[config.mk]
export PLATFORM = sky130hd
export DESIGN_NAME = wdu_word_divide_unit
export DESIGN_NICKNAME = d
export VERILOG_FILES = /design/src/wdu_pkg.sv /design/src/wdu_word_divide_unit.sv
export SDC_FILE = /design/constraint.sdc
export NUM_CORES = 2
export LEC_CHECK = 0
export BUFFER_PORTS_ARGS = -buffer_cell sky130_fd_sc_hd__buf_2
export CAP_MARGIN = 20
export CELL_PAD_IN_SITES_DETAIL_PLACEMENT = 1
export CELL_PAD_IN_SITES_GLOBAL_PLACEMENT = 1
export CORE_MARGIN = 2
export CORE_UTILIZATION = 46
export CTS_CLUSTER_SIZE = 12
export DETAILED_ROUTE_END_ITERATION = 10
export PLACE_DENSITY = 0.81
export SLEW_MARGIN = 20
export SYNTH_ARGS = -nofsm -noshare
export SYNTH_HDL_FRONTEND = slang
export SYNTH_SLANG_ARGS = --single-unit
[constraint.sdc]
create_clock -name aclk -period 5.6 [get_ports aclk]
set_input_delay 0.28 -clock aclk [delete_from_list [all_inputs] [get_ports aclk]]
set_output_delay 0.28 -clock aclk [all_outputs]
set_load 0.01 [all_outputs]
[src/wdu_pkg.sv]
// Constants, register map, field layouts and types of the word divide unit.
// Assumes a single 25 MHz clock domain and an AXI4-Lite master with 32-bit data.
//
// What this block does
// [RL1] An instruction with primary opcode 31 and extended opcode 491 is a signed word divide.
// [RL2] An instruction with primary opcode 31 and extended opcode 459 is an unsigned word divide.
// [RL3] Bits 6-10 name the destination, 11-15 the dividend, 16-20 the divisor; quotient goes to destination.
// [RL4] Bit 21 selects overflow enable and bit 31 selects record, giving four variants per divide.
// [RL5] The signed divide treats dividend, divisor and quotient as two's-complement 32-bit values.
// [RL6] A signed overflow, such as most negative by minus one, may leave any quotient value.
// [RL7] The unsigned divide treats dividend, divisor and quotient as unsigned 32-bit values.
// [RL8] An unsigned divide by zero may leave any quotient value.
// [RL9] With record set, the unsigned divide sets the sign flags by a signed compare of quotient to zero.
// [RL10] With overflow enable set the summary and overflow flags update; otherwise they stay unchanged.
// [RL11] With record set the condition field zero flags update; otherwise that field stays unchanged.
// [RL12] No divide variant ever changes the carry flag.
// [RL13] With overflow enable, overflow is set on zero divisor or signed overflow, else cleared; summary is sticky.
// [RL14] With record set, the field's summary flag copies the summary flag after this instruction's update.
package wdu_pkg;

  // ****************************************
  // Bus and register map
  // ****************************************
  localparam int          ADDR_W      = 12;
  localparam logic [11:0] ADDR_INSN   = 12'h000;
  localparam logic [11:0] ADDR_STAT   = 12'h004;
  localparam logic [11:0] ADDR_XER    = 12'h008;
  localparam logic [11:0] ADDR_CR0    = 12'h00c;
  localparam logic [11:0] ADDR_ISTAT  = 12'h010;
  localparam logic [11:0] ADDR_IMASK  = 12'h014;
  localparam logic [4:0]  GR_PAGE     = 5'h01;   // Address bits 11:7 of the general registers
  localparam logic [1:0]  RESP_OKAY   = 2'h0;
  localparam logic [1:0]  RESP_SLVERR = 2'h2;

  // ****************************************
  // Instruction encoding
  // ****************************************
  localparam logic [5:0] OPC_PRIMARY = 6'h1f;    // 31
  localparam logic [8:0] XO_DIVW     = 9'h1eb;   // 491
  localparam logic [8:0] XO_DIVWU    = 9'h1cb;   // 459

  // ****************************************
  // Flag layouts and reset values
  // ****************************************
  localparam int        XER_LSB    = 29;         // Summary 31, overflow 30, carry 29
  localparam logic [2:0] XER_RST   = 3'h0;
  localparam logic [3:0] CR_RST    = 4'h0;
  localparam int        EV_DONE    = 0;
  localparam int        EV_OVF     = 1;
  localparam int        EV_ILL     = 2;
  localparam int        EV_W       = 3;
  localparam logic [2:0] IMASK_RST = 3'h0;
  localparam int        STAT_BUSY  = 0;

  // ****************************************
  // Timing
  // ****************************************
  localparam int        DIV_STEPS = 32;
  localparam logic [5:0] STEP_LAST = 6'h1f;

  // ****************************************
  // Types
  // ****************************************
  // Instruction word, bit 0 of the encoding is the msb here
  typedef struct packed {
    logic [5:0] primary;
    logic [4:0] dest_register_index;
    logic [4:0] dividend_register_index;
    logic [4:0] divisor_register_index;
    logic       ovf_enable;
    logic [8:0] xo;
    logic       record_selector;
  } wdu_insn_s;

  typedef struct packed {
    logic summary_ovf;
    logic result_too_big_flag;
    logic carry_flag;
  } wdu_xer_s;

  typedef struct packed {
    logic negative_result_flag;
    logic positive_result_flag;
    logic zero_result_flag;
    logic summary_ovf;
  } wdu_cr_s;

  typedef enum logic [2:0] {
    ST_IDLE = 3'b001,
    ST_CALC = 3'b010,
    ST_FIN  = 3'b100
  } wdu_state_e;

endpackage

[src/wdu_word_divide_unit.sv]
// Word divide unit: general registers, flag registers and a 32-step divider.
// Assumes an AXI4-Lite master on aclk and that ce is high while the bus is active.
`timescale 1ns/1ps
`default_nettype none

module wdu_word_divide_unit (
  input  wire logic                       aclk,
  input  wire logic                       aresetn,
  input  wire logic                       ce,
  input  wire logic [wdu_pkg::ADDR_W-1:0] s_axi_awaddr,
  input  wire logic                       s_axi_awvalid,
  output logic                            s_axi_awready,
  input  wire logic [31:0]                s_axi_wdata,
  input  wire logic [3:0]                 s_axi_wstrb,
  input  wire logic                       s_axi_wvalid,
  output logic                            s_axi_wready,
  output logic [1:0]                      s_axi_bresp,
  output logic                            s_axi_bvalid,
  input  wire logic                       s_axi_bready,
  input  wire logic [wdu_pkg::ADDR_W-1:0] s_axi_araddr,
  input  wire logic                       s_axi_arvalid,
  output logic                            s_axi_arready,
  output logic [31:0]                     s_axi_rdata,
  output logic [1:0]                      s_axi_rresp,
  output logic                            s_axi_rvalid,
  input  wire logic                       s_axi_rready,
  output logic                            irq
);

  // ****************************************
  // State
  // ****************************************
  logic [31:0]                general_register [32];
  logic [wdu_pkg::ADDR_W-1:0] aw_addr_reg;
  logic [31:0]                w_data_reg;
  logic [3:0]                 w_strb_reg;
  logic                       aw_held_reg, w_held_reg, bvalid_reg, rvalid_reg;
  logic [1:0]                 bresp_reg, rresp_reg;
  logic [31:0]                rdata_reg;
  wdu_pkg::wdu_insn_s         insn_reg;
  wdu_pkg::wdu_state_e        state_reg;
  logic [5:0]                 step_reg;
  logic [31:0]                rem_reg, quo_reg, dvs_mag_reg, dvd_raw_reg, dvs_raw_reg;
  logic                       signed_reg, neg_reg;
  wdu_pkg::wdu_xer_s          xer_reg;
  wdu_pkg::wdu_cr_s           cr_reg;
  logic [wdu_pkg::EV_W-1:0]   istat_reg, imask_reg;

  // Byte-lane merge of a bus write into an old word
  function automatic logic [31:0] merge(input logic [31:0] old_v, input logic [31:0] new_v,
                                        input logic [3:0] strb);
    logic [31:0] r;
    r = old_v;
    for (int i = 0; i < 4; i++) begin
      if (strb[i]) begin
        r[i*8 +: 8] = new_v[i*8 +: 8];
      end
    end
    return r;
  endfunction

  // ****************************************
  // Bus handshakes and write decode
  // ****************************************
  assign s_axi_awready = ce && !aw_held_reg;
  assign s_axi_wready  = ce && !w_held_reg;
  assign s_axi_arready = ce && !rvalid_reg;
  assign s_axi_bvalid  = bvalid_reg;
  assign s_axi_bresp   = bresp_reg;
  assign s_axi_rvalid  = rvalid_reg;
  assign s_axi_rresp   = rresp_reg;
  assign s_axi_rdata   = rdata_reg;

  wire        aw_fire = s_axi_awvalid && s_axi_awready;
  wire        w_fire  = s_axi_wvalid && s_axi_wready;
  wire        ar_fire = s_axi_arvalid && s_axi_arready;
  wire        wr_go   = ce && aw_held_reg && w_held_reg && !bvalid_reg;
  wire        wa_gr   = aw_addr_reg[11:7] == wdu_pkg::GR_PAGE;
  wire        wa_ok   = wa_gr || aw_addr_reg == wdu_pkg::ADDR_INSN ||
                        aw_addr_reg == wdu_pkg::ADDR_STAT || aw_addr_reg == wdu_pkg::ADDR_XER ||
                        aw_addr_reg == wdu_pkg::ADDR_CR0 || aw_addr_reg == wdu_pkg::ADDR_ISTAT ||
                        aw_addr_reg == wdu_pkg::ADDR_IMASK;
  wire        wr_insn = wr_go && aw_addr_reg == wdu_pkg::ADDR_INSN;
  wire        wr_xer  = wr_go && aw_addr_reg == wdu_pkg::ADDR_XER;
  wire        wr_cr   = wr_go && aw_addr_reg == wdu_pkg::ADDR_CR0;
  wire        wr_ist  = wr_go && aw_addr_reg == wdu_pkg::ADDR_ISTAT;
  wire        wr_imk  = wr_go && aw_addr_reg == wdu_pkg::ADDR_IMASK;
  wire        wr_gr   = wr_go && wa_gr;
  wire [31:0] wr_word = merge(32'h0, w_data_reg, w_strb_reg);

  // ****************************************
  // Instruction decode
  // ****************************************
  wdu_pkg::wdu_insn_s insn_new;
  assign insn_new = merge(insn_reg, w_data_reg, w_strb_reg);
  wire is_divw  = insn_new.primary == wdu_pkg::OPC_PRIMARY
                  && insn_new.xo == wdu_pkg::XO_DIVW;      // [RL1]
  wire is_divwu = insn_new.primary == wdu_pkg::OPC_PRIMARY
                  && insn_new.xo == wdu_pkg::XO_DIVWU;     // [RL2]
  wire idle     = state_reg == wdu_pkg::ST_IDLE;
  wire issue    = wr_insn && idle && (is_divw || is_divwu);
  wire illegal  = wr_insn && idle && !(is_divw || is_divwu);

  // Operand fetch, register indices from the instruction fields
  wire [31:0] opa = general_register[insn_new.dividend_register_index];  // [RL3]
  wire [31:0] opb = general_register[insn_new.divisor_register_index];   // [RL3]
  wire [31:0] opa_mag = (is_divw && opa[31]) ? 32'(-opa) : opa;          // [RL5] [RL7]
  wire [31:0] opb_mag = (is_divw && opb[31]) ? 32'(-opb) : opb;

  // ****************************************
  // Divider step and result
  // ****************************************
  wire [32:0] rem_sh  = {rem_reg, quo_reg[31]};
  wire [32:0] diff    = rem_sh - {1'b0, dvs_mag_reg};
  wire        fin     = ce && state_reg == wdu_pkg::ST_FIN;
  // Quotient of zero divisor or signed overflow is left as computed
  wire [31:0] quot    = neg_reg ? 32'(-quo_reg) : quo_reg;                  // [RL6] [RL8]
  wire        s_ovf   = signed_reg && dvd_raw_reg == 32'h80000000
                        && dvs_raw_reg == 32'hffffffff;
  wire        ovf     = dvs_raw_reg == 32'h0 || s_ovf;                      // [RL13]

  // Flag results of a finishing divide
  wdu_pkg::wdu_xer_s xer_sw, xer_next;
  wdu_pkg::wdu_cr_s  cr_sw, cr_next;
  assign xer_sw = wr_xer ? wr_word[31:wdu_pkg::XER_LSB] : xer_reg;
  assign cr_sw  = wr_cr ? wr_word[3:0] : cr_reg;
  always_comb begin
    xer_next = xer_sw;
    cr_next  = cr_sw;
    if (fin && insn_reg.ovf_enable) begin                                   // [RL4] [RL10]
      xer_next.result_too_big_flag = ovf;                                   // [RL13]
      xer_next.summary_ovf         = xer_sw.summary_ovf || ovf;             // [RL13]
    end
    if (fin && insn_reg.record_selector) begin                              // [RL4] [RL11]
      cr_next.negative_result_flag = quot[31];                              // [RL9]
      cr_next.positive_result_flag = !quot[31] && quot != 32'h0;            // [RL9]
      cr_next.zero_result_flag     = quot == 32'h0;                         // [RL9]
      cr_next.summary_ovf          = xer_next.summary_ovf;                  // [RL14]
    end
    xer_next.carry_flag = xer_sw.carry_flag;                                // [RL12]
  end

  // Sticky events, set beats a write-one clear
  wire [wdu_pkg::EV_W-1:0] ev      = {illegal, fin && ovf, fin};
  wire [wdu_pkg::EV_W-1:0] ist_clr = wr_ist ? wr_word[wdu_pkg::EV_W-1:0] : '0;
  assign irq = |(istat_reg & imask_reg);

  // ****************************************
  // Read decode
  // ****************************************
  wire [wdu_pkg::ADDR_W-1:0] ra = s_axi_araddr;
  logic [31:0] rd_word;
  logic        rd_ok;
  always_comb begin
    rd_ok   = 1'b1;
    rd_word = 32'h0;
    if (ra[11:7] == wdu_pkg::GR_PAGE) begin
      rd_word = general_register[ra[6:2]];
    end else if (ra == wdu_pkg::ADDR_INSN) begin
      rd_word = insn_reg;
    end else if (ra == wdu_pkg::ADDR_STAT) begin
      rd_word[wdu_pkg::STAT_BUSY] = !idle;
    end else if (ra == wdu_pkg::ADDR_XER) begin
      rd_word[31:wdu_pkg::XER_LSB] = xer_reg;
    end else if (ra == wdu_pkg::ADDR_CR0) begin
      rd_word[3:0] = cr_reg;
    end else if (ra == wdu_pkg::ADDR_ISTAT) begin
      rd_word[wdu_pkg::EV_W-1:0] = istat_reg;
    end else if (ra == wdu_pkg::ADDR_IMASK) begin
      rd_word[wdu_pkg::EV_W-1:0] = imask_reg;
    end else begin
      rd_ok = 1'b0;
    end
  end

  // ****************************************
  // Bus slave registers
  // ****************************************
  always_ff @(posedge aclk) begin
    if (!aresetn) begin
      aw_held_reg <= 1'b0;
      w_held_reg  <= 1'b0;
      bvalid_reg  <= 1'b0;
      rvalid_reg  <= 1'b0;
      bresp_reg   <= wdu_pkg::RESP_OKAY;
      rresp_reg   <= wdu_pkg::RESP_OKAY;
      rdata_reg   <= 32'h0;
      aw_addr_reg <= '0;
      w_data_reg  <= 32'h0;
      w_strb_reg  <= 4'h0;
    end else if (ce) begin
      if (aw_fire) begin
        aw_held_reg <= 1'b1;
        aw_addr_reg <= s_axi_awaddr;
      end
      if (w_fire) begin
        w_held_reg <= 1'b1;
        w_data_reg <= s_axi_wdata;
        w_strb_reg <= s_axi_wstrb;
      end
      if (wr_go) begin
        aw_held_reg <= 1'b0;
        w_held_reg  <= 1'b0;
        bvalid_reg  <= 1'b1;
        bresp_reg   <= wa_ok ? wdu_pkg::RESP_OKAY : wdu_pkg::RESP_SLVERR;
      end else if (s_axi_bready) begin
        bvalid_reg <= 1'b0;
      end
      if (ar_fire) begin
        rvalid_reg <= 1'b1;
        rdata_reg  <= rd_word;
        rresp_reg  <= rd_ok ? wdu_pkg::RESP_OKAY : wdu_pkg::RESP_SLVERR;
      end else if (s_axi_rready) begin
        rvalid_reg <= 1'b0;
      end
    end
  end

  // ****************************************
  // Flags, events and mask
  // ****************************************
  always_ff @(posedge aclk) begin
    if (!aresetn) begin
      xer_reg   <= wdu_pkg::XER_RST;
      cr_reg    <= wdu_pkg::CR_RST;
      istat_reg <= '0;
      imask_reg <= wdu_pkg::IMASK_RST;
    end else if (ce) begin
      xer_reg   <= xer_next;
      cr_reg    <= cr_next;
      istat_reg <= (istat_reg & ~ist_clr) | ev;
      if (wr_imk) begin
        imask_reg <= wr_word[wdu_pkg::EV_W-1:0];
      end
    end
  end

  // ****************************************
  // Divider sequencer
  // ****************************************
  always_ff @(posedge aclk) begin
    if (!aresetn) begin
      state_reg <= wdu_pkg::ST_IDLE;
      insn_reg  <= '0;
      step_reg  <= 6'h0;
    end else if (ce) begin
      case (state_reg)
        wdu_pkg::ST_IDLE: begin
          if (issue) begin
            insn_reg  <= insn_new;
            step_reg  <= 6'h0;
            state_reg <= wdu_pkg::ST_CALC;
          end
        end
        wdu_pkg::ST_CALC: begin
          step_reg <= step_reg + 6'h1;
          if (step_reg == wdu_pkg::STEP_LAST) begin
            state_reg <= wdu_pkg::ST_FIN;
          end
        end
        default: state_reg <= wdu_pkg::ST_IDLE;
      endcase
    end
  end

  // Operand latch and restoring divide steps
  always_ff @(posedge aclk) begin
    if (ce && issue) begin
      rem_reg     <= 32'h0;
      quo_reg     <= opa_mag;
      dvs_mag_reg <= opb_mag;
      dvd_raw_reg <= opa;
      dvs_raw_reg <= opb;
      signed_reg  <= is_divw;                                               // [RL5]
      neg_reg     <= is_divw && (opa[31] ^ opb[31]);
    end else if (ce && state_reg == wdu_pkg::ST_CALC) begin
      rem_reg <= diff[32] ? rem_sh[31:0] : diff[31:0];
      quo_reg <= {quo_reg[30:0], !diff[32]};
    end
  end

  // General registers, quotient wins over a bus write to the same index
  always_ff @(posedge aclk) begin
    if (ce && wr_gr) begin
      general_register[aw_addr_reg[6:2]] <= merge(general_register[aw_addr_reg[6:2]],
                                                  w_data_reg, w_strb_reg);
    end
    if (fin) begin
      general_register[insn_reg.dest_register_index] <= quot;               // [RL3]
    end
  end
endmodule // wdu_word_divide_unit

`default_nettype wire

Word level (Yosys, flattened, before mapping):

Memory sizes are Yosys's and may differ from the RTL's.
Index checks and enable logic that the tools add are counted.

* reduce and logical (&&, ||, !) cells: 87
* add/sub/neg operators: 5
* shift-type cells: 0
* multiplexer cells: 64
* equal/unequal tests: 27
* multipliers: 0
* bitwise gates (word level): 5
* divide/modulo/power cells: 0
* magnitude comparators: 0

Operator list (count)
* 2-to-1 mux 32 bit: 7
* 2-to-1 mux 8 bit: 12
* negation 32 bit: 3
* == test 32 bit, second input constant: 2
* logical NOT 32 bit: 2
* == test 12 x 4 -> 1 bit, second input constant: 4
* == test 12 x 5 -> 1 bit, second input constant: 4
* logical AND 1 bit: 33
* 2-to-1 mux 3 bit: 11
* subtractor 33 x 32 -> 33 bit: 1
* AND reduction 2 bit: 16
* nonzero test 32 bit: 1
* 2-to-1 mux 25 bit: 1
* == test 12 x 3 -> 1 bit, second input constant: 2
* logical NOT 12 bit: 2
* 2-to-1 mux 1 bit: 21
* 2-to-1 mux 4 bit: 5
* == test 9 bit, second input constant: 2
* AND reduction 4 bit: 4
* nonzero test 2 bit: 8
* == test 6 x 5 -> 1 bit, second input constant: 2
* case mux 6 bit (2 select lines): 1
* == test 5 x 1 -> 1 bit, second input constant: 2
* != test 2 bit, second input constant: 5
* 17 further kinds: 37

* latch bits: 0
* RAM bits: 1024
* bits in registers: 304
* memory bits (read-only): 0
* memories kept: 1

Memories
* general_register: depth 32, bits a word 32, rd ports 3, clocked after memory_dff 0, write ports 2, line wdu_word_divide_unit.sv:33 `logic [31:0] general_register [32];`

Longest topological paths before layout:

* word-level depth: 9
* gate-level depth with buffers: 19
* gate-level depth less buffers: 14

Worst setup path before layout:

No wires, ideal clock.

* kind: input -> register
* start point: input port ce
* end point: register dvd_raw_reg[0], enable pin
* stages on the path: 11
* library setup time: 500 ps
* data arrival time: 5477 ps
* path slack: -377 ps
* cells stage by stage: buf_2 -> inv_1 -> nor3_1 -> nand2_1 -> or4_1 -> clkbuf_1 -> nor3b_1 -> nand4_1 -> inv_2 -> buf_1 -> clkbuf_1

* word-level cells in the longest chain between the ends: 7

RTL lines
* start: declaration: line wdu_word_divide_unit.sv:9 `input wire logic ce,`
* logical AND 1 bit (3 in a row): line wdu_word_divide_unit.sv:77 `wire wr_go = ce && aw_held_reg && w_held_reg && !bvalid_reg;`
* logical AND 1 bit: line wdu_word_divide_unit.sv:83 `wire wr_insn = wr_go && aw_addr_reg == wdu_pkg::ADDR_INSN;`
* logical AND 1 bit (2 in a row): line wdu_word_divide_unit.sv:101 `wire issue = wr_insn && idle && (is_divw || is_divwu);`
* logical AND 1 bit (*): line wdu_word_divide_unit.sv:268 `if (ce && issue) begin`
* end signal: assignment: line wdu_word_divide_unit.sv:272 `dvd_raw_reg <= opa;`
* end: declaration: line wdu_word_divide_unit.sv:43 `logic [31:0] rem_reg, quo_reg, dvs_mag_reg, dvd_raw_reg, dvs_raw_reg;`

Mark *: on every way between the ends. The rest lies on a longest branch, timed or not.
A chain may end at the register's enable or synchronous reset.

Worst setup path after layout:

* start point: register w_strb_reg[1]
* end point: register dvs_mag_reg[21] (data pin)

* elaborated cells between the ends (all ways): 7
* classes of those cells: add/sub: 1; eq/ne: 1; mux: 2; reduce/logical: 2; memory: 1

RTL lines
* start: declaration: line wdu_word_divide_unit.sv:36 `logic [3:0] w_strb_reg;`
* start signal: assignment: line wdu_word_divide_unit.sv:199 `w_strb_reg <= s_axi_wstrb;`
* 2-to-1 mux 8 bit: line wdu_word_divide_unit.sv:55 `if (strb[i]) begin`
* memory (32 x 32 bit)
* net opb[14]: line wdu_word_divide_unit.sv:106 `wire [31:0] opb = general_register[insn_new.divisor_register_index];`
* negation 32 bit: line wdu_word_divide_unit.sv:108 `wire [31:0] opb_mag = (is_divw && opb[31]) ? 32'(-opb) : opb;`
* 2-to-1 mux 32 bit: line wdu_word_divide_unit.sv:108
* net opb_mag[21]: line wdu_word_divide_unit.sv:108
* end signal: assignment: line wdu_word_divide_unit.sv:271 `dvs_mag_reg <= opb_mag;`
* end: declaration: line wdu_word_divide_unit.sv:43

The timed path passes the listed nets, and every way through them passes these cells.

==> summary.md <==
| Metric | Value |
|---|---|
| Fin crit period | 5.55 ns |
| Worst Setup EP | dvs_mag_reg[21] |
| Mean area per synthesized cell | 9.60 um^2 |
| Worst reg2reg endpoint | dvs_mag_reg[21] |
| Pre-CTS WS | 0.399 ns |
| Vias in the first global route | 86100 |
| Max Slew Vio Count | 0 |
| Register area share after synthesis | 0.432 |
| Critical Path Start | w_strb_reg[1] |
| # rows | 160 |
| Layout net count | 9168 |
| GR Util All Layers | 0.478 |
| RR Startpoint | w_strb_reg[1] |
| Final core occ | 0.519 |
| Startpoint types | register |
| Max reg flops | 1024 |
| Tightest Hold Check Type | input port to register |
| GR Overflow Total | 0 |
| Total I/O pin count | 110 |
| Max Cap Viol | 0 |
| First-pass iteration count of the detailed router | 6 |
| Initial antenna violation count | 46 |
| Largest net degree at the start of global routing | 110 |
| Sw frac | 0.252 |
| Final Hold Viols | 0 |
| Netlist Area Pre-Place | 88000 um^2 |
| Number of synthesized flops with an enable pin | 1153 |
| Hold Slack | 0.0389 ns |
| First-pass GRT wire length | 655000 um |
| Final WL | 475000 um |
| CTS Buffer Depth | 3 |
| PD cells | 235 nW/um^2 |
| Iter 0 DRT Violations | 15700 |
| Critical setup path kind | register to register |
| Maximum fanout along the worst path | 81 |
| DP Area | 92900 um^2 |
| Via/cell ratio | 7.53 |
| Hold_sp | aresetn |
| Warnings from Yosys | 0 |
| Root buffer cell | clkbuf_16 |
| CTS tree | built |
| Synth top area cells | edfxtp_1, mux4_2, nand2_1 |
| Die Y-Extent | 441 um |
| DRC Markers | 0 |
| R2R Setup Slk | 0.05 ns |
| Period utilization | 0.991 |
| Leakage | 0.0333 uW |
| Initial Utilization | 0.463 |
| Worst Slack Setup Final | 0.0510 ns |
| CP Capture Type | register |
| RSZ-0062 raised after global routing | false |
| Clock network power share | 0.456 |
| Async S/R FF share, synth | 0 |
| Via Count | 88400 |
| Core area | 190000 um^2 |
| # resized after CTS | 0 |
| VDD IR max | 0.000338 V |
| Sequential power share | 0.465 |
| Count of final setup violators | 0 |
| FF-to-FF path depth | 13 |
| Instance count of the mapped netlist | 9171 |
| Required time worst endpoint | 6.19 ns |
| Count of cell types in the netlist | 100 |
| Worst slew margin | 0.0777 |
| Max Freq | 180 MHz |
| Clock buffer count from CTS | 156 |
| WL per Instance | 40.5 um |
| Internal power | 17300 uW |
| Synth top area share | 0.393 |
| Clock H-tree levels | 4 |
| Sw Pwr | 5840 uW |
| List of most frequent post-synthesis cells | nand2_1, o21ai_0, edfxtp_1 |
| Post-synthesis register bit count | 1325 |
| Combinational Power Share | 0.079 |
| Post-DP HPWL | 327000 um |
| Placer Congestion | 1.07 |
| Synth-to-layout area growth | 12.1% |
| Die width | 441 um |
| Clock-pin slew on the worst setup and hold paths | 0.07 ns |
| Most area-hungry cell type in the Yosys netlist | edfxtp_1 |
| Design area | 98700 um^2 |
| Share of layout cells above drive strength 1 | 0.174 |
| Clock Skew | 0.0406 ns |
| Die area | 195000 um^2 |
| Clk_lat worst skew | 0.86 ns |
| CP arrival | 6.13 ns |
| Clock Sink Count | 1325 |
| IO Port Bufs | 107 |
| Post-synth top flop | edfxtp_1 |
| Status | finished clean |
| Most common cell in the synthesized netlist | nand2_1 |
| Least-Margin Pin Slew | 1.37 ns |
| DRT antenna net count | 0 |
| Setup TNS Final | 0 ns |
| Top reg by flops | general_register |
-- repair_timing --
action | in CTS | in global routing
endpoints found under the hold margin | 52 | 0
setup buffers | 0 | 1
setup endpoints to repair | 0 | 14
hold buffers | 53 | 0
-- layout make-up --
| class | count | area [um^2] |
|---|---|---|
| clock buffers | 206 | 4360 |
| flip-flops and latches | 1325 | 38100 |
| well taps | 2511 | 3140 |
| clock inverters | 74 | 701 |
| inverters | 129 | 489 |
| fillers | 20800 | 91500 |
| repair buffers | 722 | 5710 |
| diodes | 34 | 85.1 |
| multi-input cells | 6728 | 46100 |
-- cells by family after synthesis --
family                     Yosys count  share of synthesized area
and+or+nand+nor                   3186                      0.158
AOI/OAI and AO/OA                 2645                      0.184
DFF                               1325                      0.432
buffers and inverters             1120                     0.0531
muxes                              738                      0.156
xor gates and xnor gates           118                     0.0118
adders and majority gates           38                    0.00549
other                                1                  0.0000426
-- worst min path at each step --
stage	to	cells after the start
final	state_reg[0]	2
after global routing	s_axi_rdata[31]	2
after CTS	w_strb_reg[2]	3
after detailed placement	insn_reg[31]	2
after global placement	insn_reg[31]	2
after floorplan	aw_held_reg	2
-- placed cells by master (no fill, tap or decap), types with 65 or more instances in the layout --
| master | Yosys | final |
|---|---|---|
| a211oi_1 | 122 | 122 |
| a21oi_1 | 281 | 281 |
| a22oi_1 | 135 | 135 |
| a31oi_1 | 65 | 65 |
| buf_2 | 169 | 102 |
| buf_4 | 32 | 533 |
| clkbuf_16 | 0 | 163 |
| dfxtp_1 | 172 | 161 |
| edfxtp_1 | 1153 | 1153 |
| inv_1 | 126 | 122 |
| mux2i_1 | 213 | 205 |
| mux4_2 | 503 | 503 |
| nand2_1 | 2057 | 2022 |
| nand2b_1 | 223 | 223 |
| nand3_1 | 332 | 332 |
| nor2_1 | 249 | 244 |
| o211ai_1 | 83 | 83 |
| o21ai_0 | 1334 | 1254 |
| o22ai_1 | 96 | 96 |
-- through the flow --
stage / power (uW) / std cells
CTS: 23000 / 11700
global route: 23500 / 11700
detailed placement: 12700 / 11400
global placement: 12600 / 11400
finish: 23200 / 11700
floorplan: 12000 / 9172
-- critical path: stages (launching register included) --
cell	delay, ns
dfxtp_4	0.83
mux2_8	0.90
mux4_2	0.43
nand2_1	0.13
o311ai_0	0.40
a31oi_1	0.59
buf_4	0.20
inv_1	0.15
nor4_1	0.32
buf_4	0.17
nand2_1	0.12
buf_4	0.18
o41ai_1	0.54
xnor2_1	0.14
-- power groups by stage --
stage / registers [uW] / clock network, uW / logic, uW
global route: 10800 / 10800 / 1890
floorplan: 11000 / 0 / 1010
finish: 10800 / 10600 / 1840
global placement: 11000 / 0 / 1620
CTS: 10800 / 10500 / 1730
detailed placement: 11000 / 0 / 1690
-- layer usage --
layer,global-route usage,part of all wire,vias up
li1,-,-,33900
met1,0.561,0.33,43500
met2,0.673,0.41,8346
met3,0.213,0.16,2613
met4,0.384,0.10,26
met5,0.0130,0.0013,-
Power figures use the tool's default switching activity.
